===== src/rtl/tcp_pkg.sv =====
/*
 package for the transceiver config pass-through bridge: framing characters,
 serial link timing, word layout and programming port timing.
 assumes a single 125 mhz system clock.
*/
package tcp_pkg;
    localparam int CLK_HZ = 125000000;
    localparam int BAUD_BPS = 38400;
    localparam int BIT_CYC = CLK_HZ / BAUD_BPS;
    localparam int HALF_BIT_CYC = BIT_CYC / 2;
    localparam int DATA_BITS = 8;
    localparam int NUM_REGS = 5;
    localparam int WORD_BITS = 24;
    localparam int HEX_PER_WORD = WORD_BITS / 4;
    localparam int HEX_PER_FRAME = NUM_REGS * HEX_PER_WORD;
    localparam logic [7:0] FRAME_START = 8'h2a;
    localparam logic [7:0] FRAME_END = 8'h0d;
    localparam int SPI_HALF_NS = 100;
    // scaled to mhz first so the product stays inside 32 bits
    localparam int SPI_HALF_CYC = (SPI_HALF_NS * (CLK_HZ / 1000000) + 999) / 1000;
    // register a word fields, from the low end
    localparam int BAND_SELECT_LSB = 0;
    localparam int PUMP_CURRENT_LSB = 2;
    localparam int AUX_SINGLE_BIT_LSB = 4;
    localparam int DIRECTION_MODE0_LSB = 5;
    localparam int POWER_ATTEN_MODE0_LSB = 6;
    localparam int MAIN_B_DIVIDER_LSB = 8;
    localparam int MAIN_A_DIVIDER_LSB = 17;
    localparam int REG_ADDR_LSB = 22;
    localparam logic [WORD_BITS-1:0] WORD_RESET = 24'h000000;
    typedef enum logic [1:0] {TCP_RX_IDLE, TCP_RX_START, TCP_RX_DATA, TCP_RX_STOP} tcp_rx_t;
    typedef enum logic [1:0] {TCP_P_IDLE, TCP_P_WAIT, TCP_P_FRAME} tcp_parse_t;
    typedef enum logic [2:0] {
        TCP_S_IDLE, TCP_S_LOAD, TCP_S_LOW, TCP_S_HIGH, TCP_S_LATCH, TCP_S_NEXT
    } tcp_spi_t;
endpackage : tcp_pkg


===== src/rtl/tcp_bridge.sv =====
/*
 transceiver config pass-through bridge: takes ascii-hex frames from a host
 terminal and shifts the five control words into the transceiver.
 assumes the transceiver latches a word on the rising strobe after 24 bits,
 msb first, data sampled on the rising programming clock.
*/
`timescale 1ns/1ps
// How it works
// - five transceiver words loaded over programming port
// - host link 38400 baud 8n1 no handshake
// - each word is six ascii hex characters
// - frame opens with asterisk, closes with return
// - words arrive a, b, c, d, e
// - word a sets mode 0, b mode 1
// - antenna enables follow the mode line only
// - word a field layout, low field first
module tcp_bridge
    import tcp_pkg::*;
#(
    parameter int BIT_CYCLES = BIT_CYC
)
(
    input wire logic clk_in,
    input wire logic resetn_in,
    input wire logic host_rxd_in,
    input wire logic mode_sel_in,
    output logic prog_clk_out,
    output logic prog_data_out,
    output logic prog_strobe_out,
    output logic mode_line_out,
    output logic tx_path_en_out,
    output logic rx_path_en_out,
    output logic busy_out,
    output logic frame_drop_out,
    output logic [WORD_BITS-1:0] synth_mode0_word_out
);
    logic [7:0] rx_byte;
    logic rx_valid;
    logic rx_err;
    tcp_parse_t pstate_ff;
    logic [5:0] nib_cnt_ff;
    logic [4*HEX_PER_FRAME-1:0] frame_ff;
    logic [4*HEX_PER_FRAME-1:0] load_ff;
    logic go_ff;
    tcp_spi_t sstate_ff;
    logic [2:0] word_idx_ff;
    logic [4:0] bit_idx_ff;
    logic [7:0] half_ff;
    logic [WORD_BITS-1:0] word_sh_ff;
    logic [2:0] mode_sync_ff;
    logic mode_ff;

    ////////////////////////////////////////////////////////////////////////////
    tcp_uart_rx #(
        .BIT_CYCLES(BIT_CYCLES)
    ) u_rx (
        .clk_in(clk_in),
        .resetn_in(resetn_in),
        .rxd_in(host_rxd_in),
        .byte_out(rx_byte),
        .valid_out(rx_valid),
        .frame_err_out(rx_err)
    );

    ////////////////////////////////////////////////////////////////////////////
    // hex decode
    wire is_dig = (rx_byte >= 8'h30) && (rx_byte <= 8'h39);
    wire is_up = (rx_byte >= 8'h41) && (rx_byte <= 8'h46);
    wire is_lo = (rx_byte >= 8'h61) && (rx_byte <= 8'h66);
    wire is_hex = is_dig || is_up || is_lo;
    wire [7:0] nib_wide = is_dig ? rx_byte - 8'h30 : (is_up ? rx_byte - 8'h37 : rx_byte - 8'h57);
    wire [3:0] nib = nib_wide[3:0];
    wire is_start = (rx_byte == FRAME_START);
    wire is_end = (rx_byte == FRAME_END);
    wire count_ok = (nib_cnt_ff == 6'(HEX_PER_FRAME));
    wire spi_idle = (sstate_ff == TCP_S_IDLE);

    ////////////////////////////////////////////////////////////////////////////
    // frame parser; characters beyond the frame length are counted as errors
    always_ff @(posedge clk_in or negedge resetn_in) begin
        if (!resetn_in) begin
            pstate_ff <= TCP_P_IDLE;
            nib_cnt_ff <= 6'h00;
            frame_ff <= '0;
            load_ff <= '0;
            go_ff <= 1'b0;
            frame_drop_out <= 1'b0;
        end else begin
            go_ff <= 1'b0;
            frame_drop_out <= 1'b0;
            if (rx_err && pstate_ff == TCP_P_FRAME) begin
                pstate_ff <= TCP_P_IDLE;
                frame_drop_out <= 1'b1;
            end else if (rx_valid) begin
                case (pstate_ff)
                    TCP_P_IDLE: begin
                        if (is_start) begin
                            pstate_ff <= TCP_P_FRAME;
                            nib_cnt_ff <= 6'h00;
                        end
                    end
                    TCP_P_WAIT: begin
                        // bad frame: wait for a fresh start character
                        if (is_start) begin
                            pstate_ff <= TCP_P_FRAME;
                            nib_cnt_ff <= 6'h00;
                        end
                    end
                    TCP_P_FRAME: begin
                        if (is_end) begin
                            pstate_ff <= TCP_P_IDLE;
                            // a frame that lands while shifting is dropped, not queued
                            if (count_ok && spi_idle) begin
                                load_ff <= frame_ff;
                                go_ff <= 1'b1;
                            end else begin
                                frame_drop_out <= 1'b1;
                            end
                        end else if (is_start) begin
                            nib_cnt_ff <= 6'h00;
                            frame_drop_out <= 1'b1;
                        end else if (is_hex && !count_ok) begin
                            frame_ff <= {frame_ff[4*HEX_PER_FRAME-5:0], nib};
                            nib_cnt_ff <= nib_cnt_ff + 6'h01;
                        end else begin
                            pstate_ff <= TCP_P_WAIT;
                            frame_drop_out <= 1'b1;
                        end
                    end
                    default: pstate_ff <= TCP_P_IDLE;
                endcase
            end
        end
    end

    ////////////////////////////////////////////////////////////////////////////
    // programming port shifter; word a sits at the top of the frame
    wire [WORD_BITS-1:0] cur_word = load_ff[(NUM_REGS-1-word_idx_ff)*WORD_BITS +: WORD_BITS];
    wire half_done = (half_ff == 8'h00);

    always_ff @(posedge clk_in or negedge resetn_in) begin
        if (!resetn_in) begin
            sstate_ff <= TCP_S_IDLE;
            word_idx_ff <= 3'h0;
            bit_idx_ff <= 5'h00;
            half_ff <= 8'h00;
            word_sh_ff <= WORD_RESET;
            prog_clk_out <= 1'b0;
            prog_data_out <= 1'b0;
            prog_strobe_out <= 1'b0;
            busy_out <= 1'b0;
            synth_mode0_word_out <= WORD_RESET;
        end else begin
            if (!half_done) begin
                half_ff <= half_ff - 8'h01;
            end
            busy_out <= !spi_idle || go_ff;
            case (sstate_ff)
                TCP_S_IDLE: begin
                    if (go_ff) begin
                        word_idx_ff <= 3'h0;
                        sstate_ff <= TCP_S_LOAD;
                    end
                end
                TCP_S_LOAD: begin
                    word_sh_ff <= cur_word;
                    bit_idx_ff <= 5'h00;
                    if (word_idx_ff == 3'h0) begin
                        synth_mode0_word_out <= cur_word;
                    end
                    half_ff <= 8'(SPI_HALF_CYC - 1);
                    sstate_ff <= TCP_S_LOW;
                end
                TCP_S_LOW: begin
                    prog_clk_out <= 1'b0;
                    prog_data_out <= word_sh_ff[WORD_BITS-1];
                    if (half_done) begin
                        half_ff <= 8'(SPI_HALF_CYC - 1);
                        sstate_ff <= TCP_S_HIGH;
                    end
                end
                TCP_S_HIGH: begin
                    prog_clk_out <= 1'b1;
                    if (half_done) begin
                        half_ff <= 8'(SPI_HALF_CYC - 1);
                        word_sh_ff <= {word_sh_ff[WORD_BITS-2:0], 1'b0};
                        bit_idx_ff <= bit_idx_ff + 5'h01;
                        sstate_ff <= (bit_idx_ff == 5'(WORD_BITS - 1)) ? TCP_S_LATCH : TCP_S_LOW;
                    end
                end
                TCP_S_LATCH: begin
                    prog_clk_out <= 1'b0;
                    prog_strobe_out <= 1'b1;
                    if (half_done) begin
                        half_ff <= 8'(SPI_HALF_CYC - 1);
                        sstate_ff <= TCP_S_NEXT;
                    end
                end
                TCP_S_NEXT: begin
                    // one word completes before the next begins
                    prog_strobe_out <= 1'b0;
                    if (half_done) begin
                        word_idx_ff <= word_idx_ff + 3'h1;
                        sstate_ff <= (word_idx_ff == 3'(NUM_REGS - 1)) ? TCP_S_IDLE : TCP_S_LOAD;
                    end
                end
                default: sstate_ff <= TCP_S_IDLE;
            endcase
        end
    end

    ////////////////////////////////////////////////////////////////////////////
    // mode line from the board; switch enables take nothing else
    always_ff @(posedge clk_in or negedge resetn_in) begin
        if (!resetn_in) begin
            mode_sync_ff <= 3'h0;
            mode_ff <= 1'b0;
            mode_line_out <= 1'b0;
            tx_path_en_out <= 1'b1;
            rx_path_en_out <= 1'b0;
        end else begin
            mode_sync_ff <= {mode_sync_ff[1:0], mode_sel_in};
            if (mode_sync_ff[1] == mode_sync_ff[2]) begin
                mode_ff <= mode_sync_ff[2];
            end
            mode_line_out <= mode_ff;
            tx_path_en_out <= !mode_ff;
            rx_path_en_out <= mode_ff;
        end
    end
endmodule : tcp_bridge


===== src/rtl/tcp_uart_rx.sv =====
/*
 asynchronous serial receiver, 8 data bits, no parity, one stop bit.
 assumes the line idles high and arrives from outside the clock domain.
*/
`timescale 1ns/1ps
module tcp_uart_rx
    import tcp_pkg::*;
#(
    parameter int BIT_CYCLES = BIT_CYC
)
(
    input wire logic clk_in,
    input wire logic resetn_in,
    input wire logic rxd_in,
    output logic [7:0] byte_out,
    output logic valid_out,
    output logic frame_err_out
);
    localparam int HALF_CYCLES = BIT_CYCLES / 2;
    logic [2:0] sync_ff;
    logic line;
    logic line_ff;
    tcp_rx_t state_ff;
    logic [15:0] cnt_ff;
    logic [2:0] bit_ff;
    logic [7:0] shift_ff;
    wire cnt_done = (cnt_ff == 16'h0000);

    ////////////////////////////////////////////////////////////////////////////
    // three stage sync; a change counts once stages two and three agree
    always_ff @(posedge clk_in or negedge resetn_in) begin
        if (!resetn_in) begin
            sync_ff <= 3'h7;
            line_ff <= 1'b1;
        end else begin
            sync_ff <= {sync_ff[1:0], rxd_in};
            if (sync_ff[1] == sync_ff[2]) begin
                line_ff <= sync_ff[2];
            end
        end
    end
    assign line = line_ff;

    ////////////////////////////////////////////////////////////////////////////
    always_ff @(posedge clk_in or negedge resetn_in) begin
        if (!resetn_in) begin
            state_ff <= TCP_RX_IDLE;
            cnt_ff <= 16'h0000;
            bit_ff <= 3'h0;
            shift_ff <= 8'h00;
            byte_out <= 8'h00;
            valid_out <= 1'b0;
            frame_err_out <= 1'b0;
        end else begin
            valid_out <= 1'b0;
            frame_err_out <= 1'b0;
            if (!cnt_done) begin
                cnt_ff <= cnt_ff - 16'h0001;
            end
            case (state_ff)
                TCP_RX_IDLE: begin
                    if (!line) begin
                        state_ff <= TCP_RX_START;
                        cnt_ff <= 16'(HALF_CYCLES - 1);
                    end
                end
                TCP_RX_START: begin
                    if (cnt_done) begin
                        // glitch shorter than half a bit is not a start
                        state_ff <= line ? TCP_RX_IDLE : TCP_RX_DATA;
                        cnt_ff <= 16'(BIT_CYCLES - 1);
                        bit_ff <= 3'h0;
                    end
                end
                TCP_RX_DATA: begin
                    if (cnt_done) begin
                        shift_ff <= {line, shift_ff[7:1]};
                        cnt_ff <= 16'(BIT_CYCLES - 1);
                        bit_ff <= bit_ff + 3'h1;
                        if (bit_ff == 3'(DATA_BITS - 1)) begin
                            state_ff <= TCP_RX_STOP;
                        end
                    end
                end
                TCP_RX_STOP: begin
                    if (cnt_done) begin
                        state_ff <= TCP_RX_IDLE;
                        byte_out <= shift_ff;
                        valid_out <= line;
                        frame_err_out <= !line;
                    end
                end
                default: state_ff <= TCP_RX_IDLE;
            endcase
        end
    end
endmodule : tcp_uart_rx


===== config.mk =====
export PLATFORM = sky130hd
export DESIGN_NAME = tcp_bridge
export DESIGN_NICKNAME = d
export VERILOG_FILES = /design/src/rtl/tcp_pkg.sv /design/src/rtl/tcp_bridge.sv /design/src/rtl/tcp_uart_rx.sv
export SDC_FILE = /design/constraint.sdc
export NUM_CORES = 1
export LEC_CHECK = 0
export ABC_CLOCK_PERIOD_IN_PS = 5400
export BUFFER_PORTS_ARGS = -buffer_cell sky130_fd_sc_hd__buf_2
export CAP_MARGIN = 20
export CORE_MARGIN = 5
export CORE_UTILIZATION = 40
export CTS_BUF_LIST = sky130_fd_sc_hd__clkbuf_2 sky130_fd_sc_hd__clkbuf_4 sky130_fd_sc_hd__clkbuf_8
export DETAILED_ROUTE_END_ITERATION = 12
export GPL_TIMING_DRIVEN = 1
export PLACE_DENSITY_LB_ADDON = 0.2
export SLEW_MARGIN = 20
export SYNTH_ARGS = -nofsm -noshare
export SYNTH_HDL_FRONTEND = slang
export SYNTH_SLANG_ARGS = --single-unit
export TNS_END_PERCENT = 1

===== constraint.sdc =====
create_clock -name clk_in -period 5.4 [get_ports clk_in]
set_input_delay 0.81 -clock clk_in [delete_from_list [all_inputs] [get_ports clk_in]]
set_output_delay 0.81 -clock clk_in [all_outputs]
set_load 0.005 [all_outputs]

Word-level counts from Yosys, hierarchy flattened
Index checks and enable logic that the tools add are counted.
{"block": "totals", "register_bits": 370, "out_inout_bits": 32, "inputBits": 4, "elab_cells": 190}
{"block": "op_classes", "magnitude_cmp": 6, "n_reduce_logical": 42, "mul": 1, "shifts": 1, "add_sub_neg": 10, "n_mux": 64, "bitwise": 3, "n_eq_ne": 34}
{"operator": "$shiftx 120x33->24", "count": 1}
{"operator": "$mux 16", "count": 3}
{"operator": "$pmux 24 s2", "count": 1}
{"operator": "$mul 32x2->29 const B", "count": 1}
{"operator": "$pmux 16 s2", "count": 1}
{"operator": "$mux 3", "count": 10}
{"operator": "$mux 2", "count": 12}
{"operator": "$mux 24", "count": 1}
{"operator": "$mux 6", "count": 4}
{"operator": "$pmux 3 s6", "count": 1}
{"operator": "$mux 1", "count": 17}
{"operator": "$ge 8x7->1 const B", "count": 2}
{"operator": "$le 8x7->1 const B", "count": 2}
{"operator": "$logic_not 16->1", "count": 1}
{"operator": "$mux 8", "count": 2}
{"operator": "$pmux 8 s2", "count": 1}
{"operator": "$sub 16x1->16 const B", "count": 1}
{"operator": "$reduce_and 5->1", "count": 3}
{"operator": "$ne 2x2->1 const B", "count": 7}
{"operator": "$reduce_bool 2->1", "count": 7}
{"operator": "$eq 3x3->1 const B", "count": 4}
{"operator": "$pmux 3 s2", "count": 2}
{"operator": "$pmux 6 s2", "count": 1}
{"operator": "$reduce_and 6->1", "count": 2}
{"operator": "41 further kinds", "count": 74}

Longest topological paths before layout
{"block": "depth", "ltp_word": 11, "mapped_depth": 15, "mapped_depth_nobuf": 10}

By module
From an unflattened synthesis, not the netlist that was laid out.
{"block": "hier_totals", "hier_cells": 1683, "area_unflattened_um2": 19185.9}
{"module": "tcp_bridge", "cells_per_inst": 1508, "area_each_um2": 17130.2, "seq_area_each_um2": 8184.1, "instances": 1}
{"module": "tcp_uart_rx", "cells_per_inst": 175, "area_each_um2": 2055.7, "seq_area_each_um2": 1081.0, "instances": 1}

Least setup slack after synthesis
OpenSTA, ideal clock, no wires.
{"block": "synth_timing", "path_type": "register to register", "startpoint": "reg word_idx_ff[0]", "endpoint": "reg word_sh_ff[12]", "path_buffers": 5, "stages_incl_launch_ff": 16, "slack_ps": 1687, "arrival_ps": 3570, "setup_ps": 143, "synth_period_minus_slack_ps": 3713, "required_time_ps": 5257, "path_cell_list": "dfrtp_1 -> buf_2 -> buf_1 -> clkbuf_1 -> inv_1 -> ha_1 -> ha_1 -> inv_1 -> ha_1 -> a21oi_1 -> xnor2_1 -> clkbuf_1 -> clkbuf_1 -> o221ai_1 -> o311ai_0 -> a31oi_1"}
{"block": "synth_via", "elab_chain_cells": 4}
{"element": "start, declared", "line": "tcp_bridge.sv:46", "rtl": "logic [2:0] word_idx_ff;"}
{"element": "start signal, assigned", "line": "tcp_bridge.sv:203", "rtl": "word_idx_ff <= word_idx_ff + 3'h1;"}
{"element": "$sub 3x3->4", "line": "tcp_bridge.sv:138", "rtl": "wire [WORD_BITS-1:0] cur_word = load_ff[(NUM_REGS-1-word_idx_ff)*WORD_BITS +: WORD_BITS];"}
{"element": "$mul 32x2->29", "line": "tcp_bridge.sv:138"}
{"element": "$shiftx 120x33->24", "line": "tcp_bridge.sv:138"}
{"element": "$pmux 24 s2", "line": "tcp_bridge.sv:158", "rtl": "case (sstate_ff)"}
{"element": "end signal, assigned", "line": "tcp_bridge.sv:166", "rtl": "word_sh_ff <= cur_word;"}
{"element": "end signal, assigned", "line": "tcp_bridge.sv:186", "rtl": "word_sh_ff <= {word_sh_ff[WORD_BITS-2:0], 1'b0};"}
{"element": "end, declared", "line": "tcp_bridge.sv:49", "rtl": "logic [WORD_BITS-1:0] word_sh_ff;"}
Every way passes these cells.
A chain may end at the register's enable or synchronous reset.

Worst setup path after layout
{"block": "layout_timing", "startpoint": "reg word_idx_ff[0]", "endpoint": "reg synth_mode0_word_out[2]"}
{"block": "layout_via", "elab_chain_cells": 3, "elab_cells_between_ends": 5, "classes_between": "add/sub: 1; mul: 1; shift: 1; reduce/logical: 2"}
{"element": "$sub 3x3->4", "line": "tcp_bridge.sv:138"}
{"element": "$mul 32x2->29", "line": "tcp_bridge.sv:138"}
{"element": "$shiftx 120x33->24", "line": "tcp_bridge.sv:138"}
{"element": "end signal, assigned", "line": "tcp_bridge.sv:169", "rtl": "synth_mode0_word_out <= cur_word;"}
{"element": "end, declared", "line": "tcp_bridge.sv:35", "rtl": "output logic [WORD_BITS-1:0] synth_mode0_word_out"}
Parallel ways exist; a longest one is shown, timed or not.

==> flow_metrics.py <==
metrics = {
    "logic_synthesis": {
        "synth_area_um2": 18600,
        "ys.flop_type": "dfrtp_1",
        "synthXorXnorAreaFrac_pct": 0.9419,
        "syn-instance-count": 1571,
        "yosys_warnings": 0,
        "synth-edff-count": 0,
        "synthTopCellsByArea": "dfrtp_1, mux2_2, mux2_4",
        "async_flop_share_pct": 100.0,
        "synth.largest_area_cell": "dfrtp_1",
        "synth_top_family_by_area": "multiplexers",
        "synth_mux_area_share_pct": 21.38,
        "syn_avg_cell_area_um2": 11.84,
        "synth_fa_ha_area_share_pct": 1.790,
        "synth_cell_types": 77,
        "synth_compound_area_share_pct": 12.33,
        "synth_common_cells": "dfrtp_1, mux2_2, mux2_4",
        "yosysMostFrequentCell": "dfrtp_1",
        "syn_nets": 1600,
        "yosys.area_share.simple_pct": 9.943,
        "synth_seq_cells": 370,
        "seq_area_frac_synth_pct": 49.82,
        "synth_top_area_share_pct": 49.11,
    },
    "final_layout": {
        "fin_nets": 1624,
        "drive_gt1_share_pct": 29.81,
        "fin_cells": 2252,
        "area_growth_pct": 11.08,
    },
    "placement": {
        "io_buffers": 35,
        "dpl.hpwl_um": 32030,
        "post-place-cells": 2131,
        "place_ws_ns": 1.683,
        "routabilityCongestion": 0.8588,
    },
    "clock_network": {
        "clock_sinks": 370,
        "cts.clk_slew.worst_paths_ns": 0.06,
        "htreeDepth": 3,
        "cts_resized": 0,
        "root_buffer": "clkbuf_8",
        "post-cts-setup-buffer-count": 0,
        "numCtsBuffers": 69,
        "clockBufferDepth": 3,
        "cts_hold_buf": 0,
        "clk_latency_ns": 0.65,
        "cts_tree": "yes",
    },
    "worst_setup_path": {
        "end_kind": "flip-flop",
        "reg2reg_depth": 7,
        "critPathLaunchType": "flip-flop",
        "crit_arrival_ns": 4.33,
        "max_stage_delay_ns": 0.95,
        "rrSetupSlack_ns": 1.57,
        "critPathKind": "flip-flop to flip-flop",
        "path_cells": "inv_1 > ha_4 > nand2b_1 > o32ai_1 > a211oi_1 > o32ai_1 > o21ai_0",
        "crit_top_cell": "o32ai_1",
        "r2r_end": "synth_mode0_word_out[2]",
        "critical_path_required_ns": 5.90,
        "r2r_start": "word_idx_ff[0]",
        "crit_slowest_cell": "o32ai_1",
        "crit_fanout": 54,
    },
    "power": {
        "power_frac_comb_pct": 1.1,
        "clkPwrFrac_pct": 50.3,
        "pwr-share-seq_pct": 48.6,
        "vdd_ir_drop_max_v": 0.0001964,
        "p_switching_uw": 1262,
        "p_per_area_nw_per_um2": 277.5,
        "p_int_uw": 4472,
        "switching_share_pct": 22.01,
        "p_leak_uw": 0.009748,
    },
    "route": {
        "route.met3.wl_um": 2427,
        "via_per_inst": 5.729,
        "first_iter_violations": 961,
        "top_layer_used": "met4",
        "ant_nets": 0,
        "drt_wl_total_um": 48020,
        "vias": 12900,
        "dr_wl_met2_um": 21830,
        "drc": 0,
        "drt-met1-wl_um": 21950,
        "wl_per_cell_um": 21.33,
        "first_pass_iters": 7,
    },
    "timing": {
        "worstMarginPinSlew_ns": 1.035,
        "rsz0062_at_grt": "no",
        "finalHoldViolations": 0,
        "slew_viol_final": 0,
        "min_period_over_period_pct": 70.87,
        "fin_tns_setup_ns": 0,
        "fin_skew_ns": 0.04637,
        "min_period_ns": 3.827,
        "max_slew_margin_pct": 30.81,
        "max_freq_mhz": 261.3,
        "finalWorstSetupSlack_ns": 1.573,
        "setup_viol": 0,
        "whs_ns": 0.1911,
    },
    "global_routing": {
        "grt_usage_pct": 19.00,
        "grt_overflow": 0,
        "grt_max_degree": 127,
        "grt_pass1_vias": 12990,
        "antenna_found_initial": 1,
        "grt_pass1_wl_um": 76200,
    },
    "run": {
        "maxCapViolCount": 0,
    },
    "floorplan": {
        "rows": 79,
        "die_w_um": 225.6,
        "die_h_um": 225.6,
        "core-area_um2": 46260,
        "dieArea_um2": 50910,
        "num_io_pins": 36,
        "initial_core_util_pct": 40.20,
    },
    "outcome": {
        "status": "completed",
    },
    "worst_hold_path": {
        "hold_class": "primary input to async pin",
    },
}
==> cell usage in the layout, fill, tap and decap left out, types with 7 or more instances in the layout <==
master	synthesis	routed
dfrtp_1	365	364
mux2_2	188	188
mux2_4	89	89
nor2_1	88	88
nand2_1	86	86
clkbuf_8	0	85
a21oi_1	83	83
o21ai_0	70	70
mux2i_1	41	41
buf_2	27	34
inv_1	32	32
nand3_1	31	31
and3_1	26	26
nand2b_1	26	26
o211ai_1	25	25
ha_1	25	24
clkbuf_4	0	23
or3_1	21	21
o22ai_1	20	20
o22a_1	16	16
buf_4	1	16
a32o_1	15	15
nor3_1	15	14
a22oi_1	13	13
o221ai_1	12	12
xor2_1	11	11
nor2b_1	11	11
a211oi_1	10	10
a22o_1	10	10
a221oi_1	9	9
and2_1	8	8
xnor2_1	9	8
a31oi_1	8	8
a32oi_1	7	7
==> stage by stage <==
| step | area, µm² | utilization [%] | total power (µW) |
|---|---|---|---|
| after global routing | 20660 | 44.66 | 5975 |
| after floorplan | 18600 | - | 2837 |
| final | 20660 | 44.66 | 5733 |
| after CTS | 20660 | 44.65 | 5840 |
| after detailed placement | 19170 | 41.44 | 2902 |
| after global placement | 19170 | 41.44 | 2901 |
==> worst max-delay path, delay by kind of cell (launching register included) <==
family	cells	cell delay, ns
adders and majority gates	1	0.72
buffers and inverters	1	0.12
DFF	1	0.46
and+or+nand+nor	1	0.42
AOI/OAI and AO/OA	4	1.94
==> registers in the layout (all words and copies together) (netlist names), 5 cells and up, named ones only <==
register / flops
bit_idx_ff: 5
frame_ff: 120
half_ff: 8
load_ff: 120
nib_cnt_ff: 6
synth_mode0_word_out: 24
u_rx.byte_out: 8
u_rx.cnt_ff: 16
u_rx.shift_ff: 8
word_sh_ff: 24
==> layer usage <==
layer  track usage [%]  vias to the layer above
met5                 0                        -
met4             8.610                        0
met3             3.679                      108
met2             28.81                      391
met1             26.53                     6537
li1                  -                     5865
==> cell families (layout without fill, tap and decap cells) <==
| logic type | Yosys count | count (layout) |
|---|---|---|
| AND/OR/NAND/NOR | 362 | 362 |
| multiplexers | 323 | 323 |
| AO/OA/AOI/OAI | 335 | 335 |
| XOR/XNOR | 20 | 20 |
| buffers and inverters | 134 | 207 |
| flip-flops | 370 | 370 |
| other | 0 | 1 |
| adder cells (fa/ha/maj) | 27 | 27 |
==> cell type report <==
cell class	instances	area, µm²
antenna	1	2.502
fill	4273	25600
clock inverter	12	143.9
tap	607	759.5
multi-input combinational	1067	8655
clock buffer	108	1343
timing repair buffer	54	365.4
sequential	370	9266
inverter	33	123.9
==> power by group through the flow <==
stage                     Sequential, µW  Combinational (µW)  Clock (µW)
after floorplan                     2830                4.35           0
after global placement              2830                66.6           0
after detailed placement            2830                67.7           0
after CTS                           2790                67.8        2990
after global routing                2780                76.3        3110
final                               2790                62.2        2880
==> how the worst max path moves through the flow <==
stage                   start                      end  slack, ns
3_5_place_dp   word_idx_ff[0]  synth_mode0_word_out[2]       1.68
2_1_floorplan  word_idx_ff[0]           word_sh_ff[12]       1.69
4_1_cts        word_idx_ff[0]  synth_mode0_word_out[2]       1.68
6_report       word_idx_ff[0]  synth_mode0_word_out[2]       1.57
3_3_place_gp   word_idx_ff[0]  synth_mode0_word_out[2]       1.67
5_1_grt        word_idx_ff[0]  synth_mode0_word_out[2]       1.51
(Power assumes the default switching activity.)
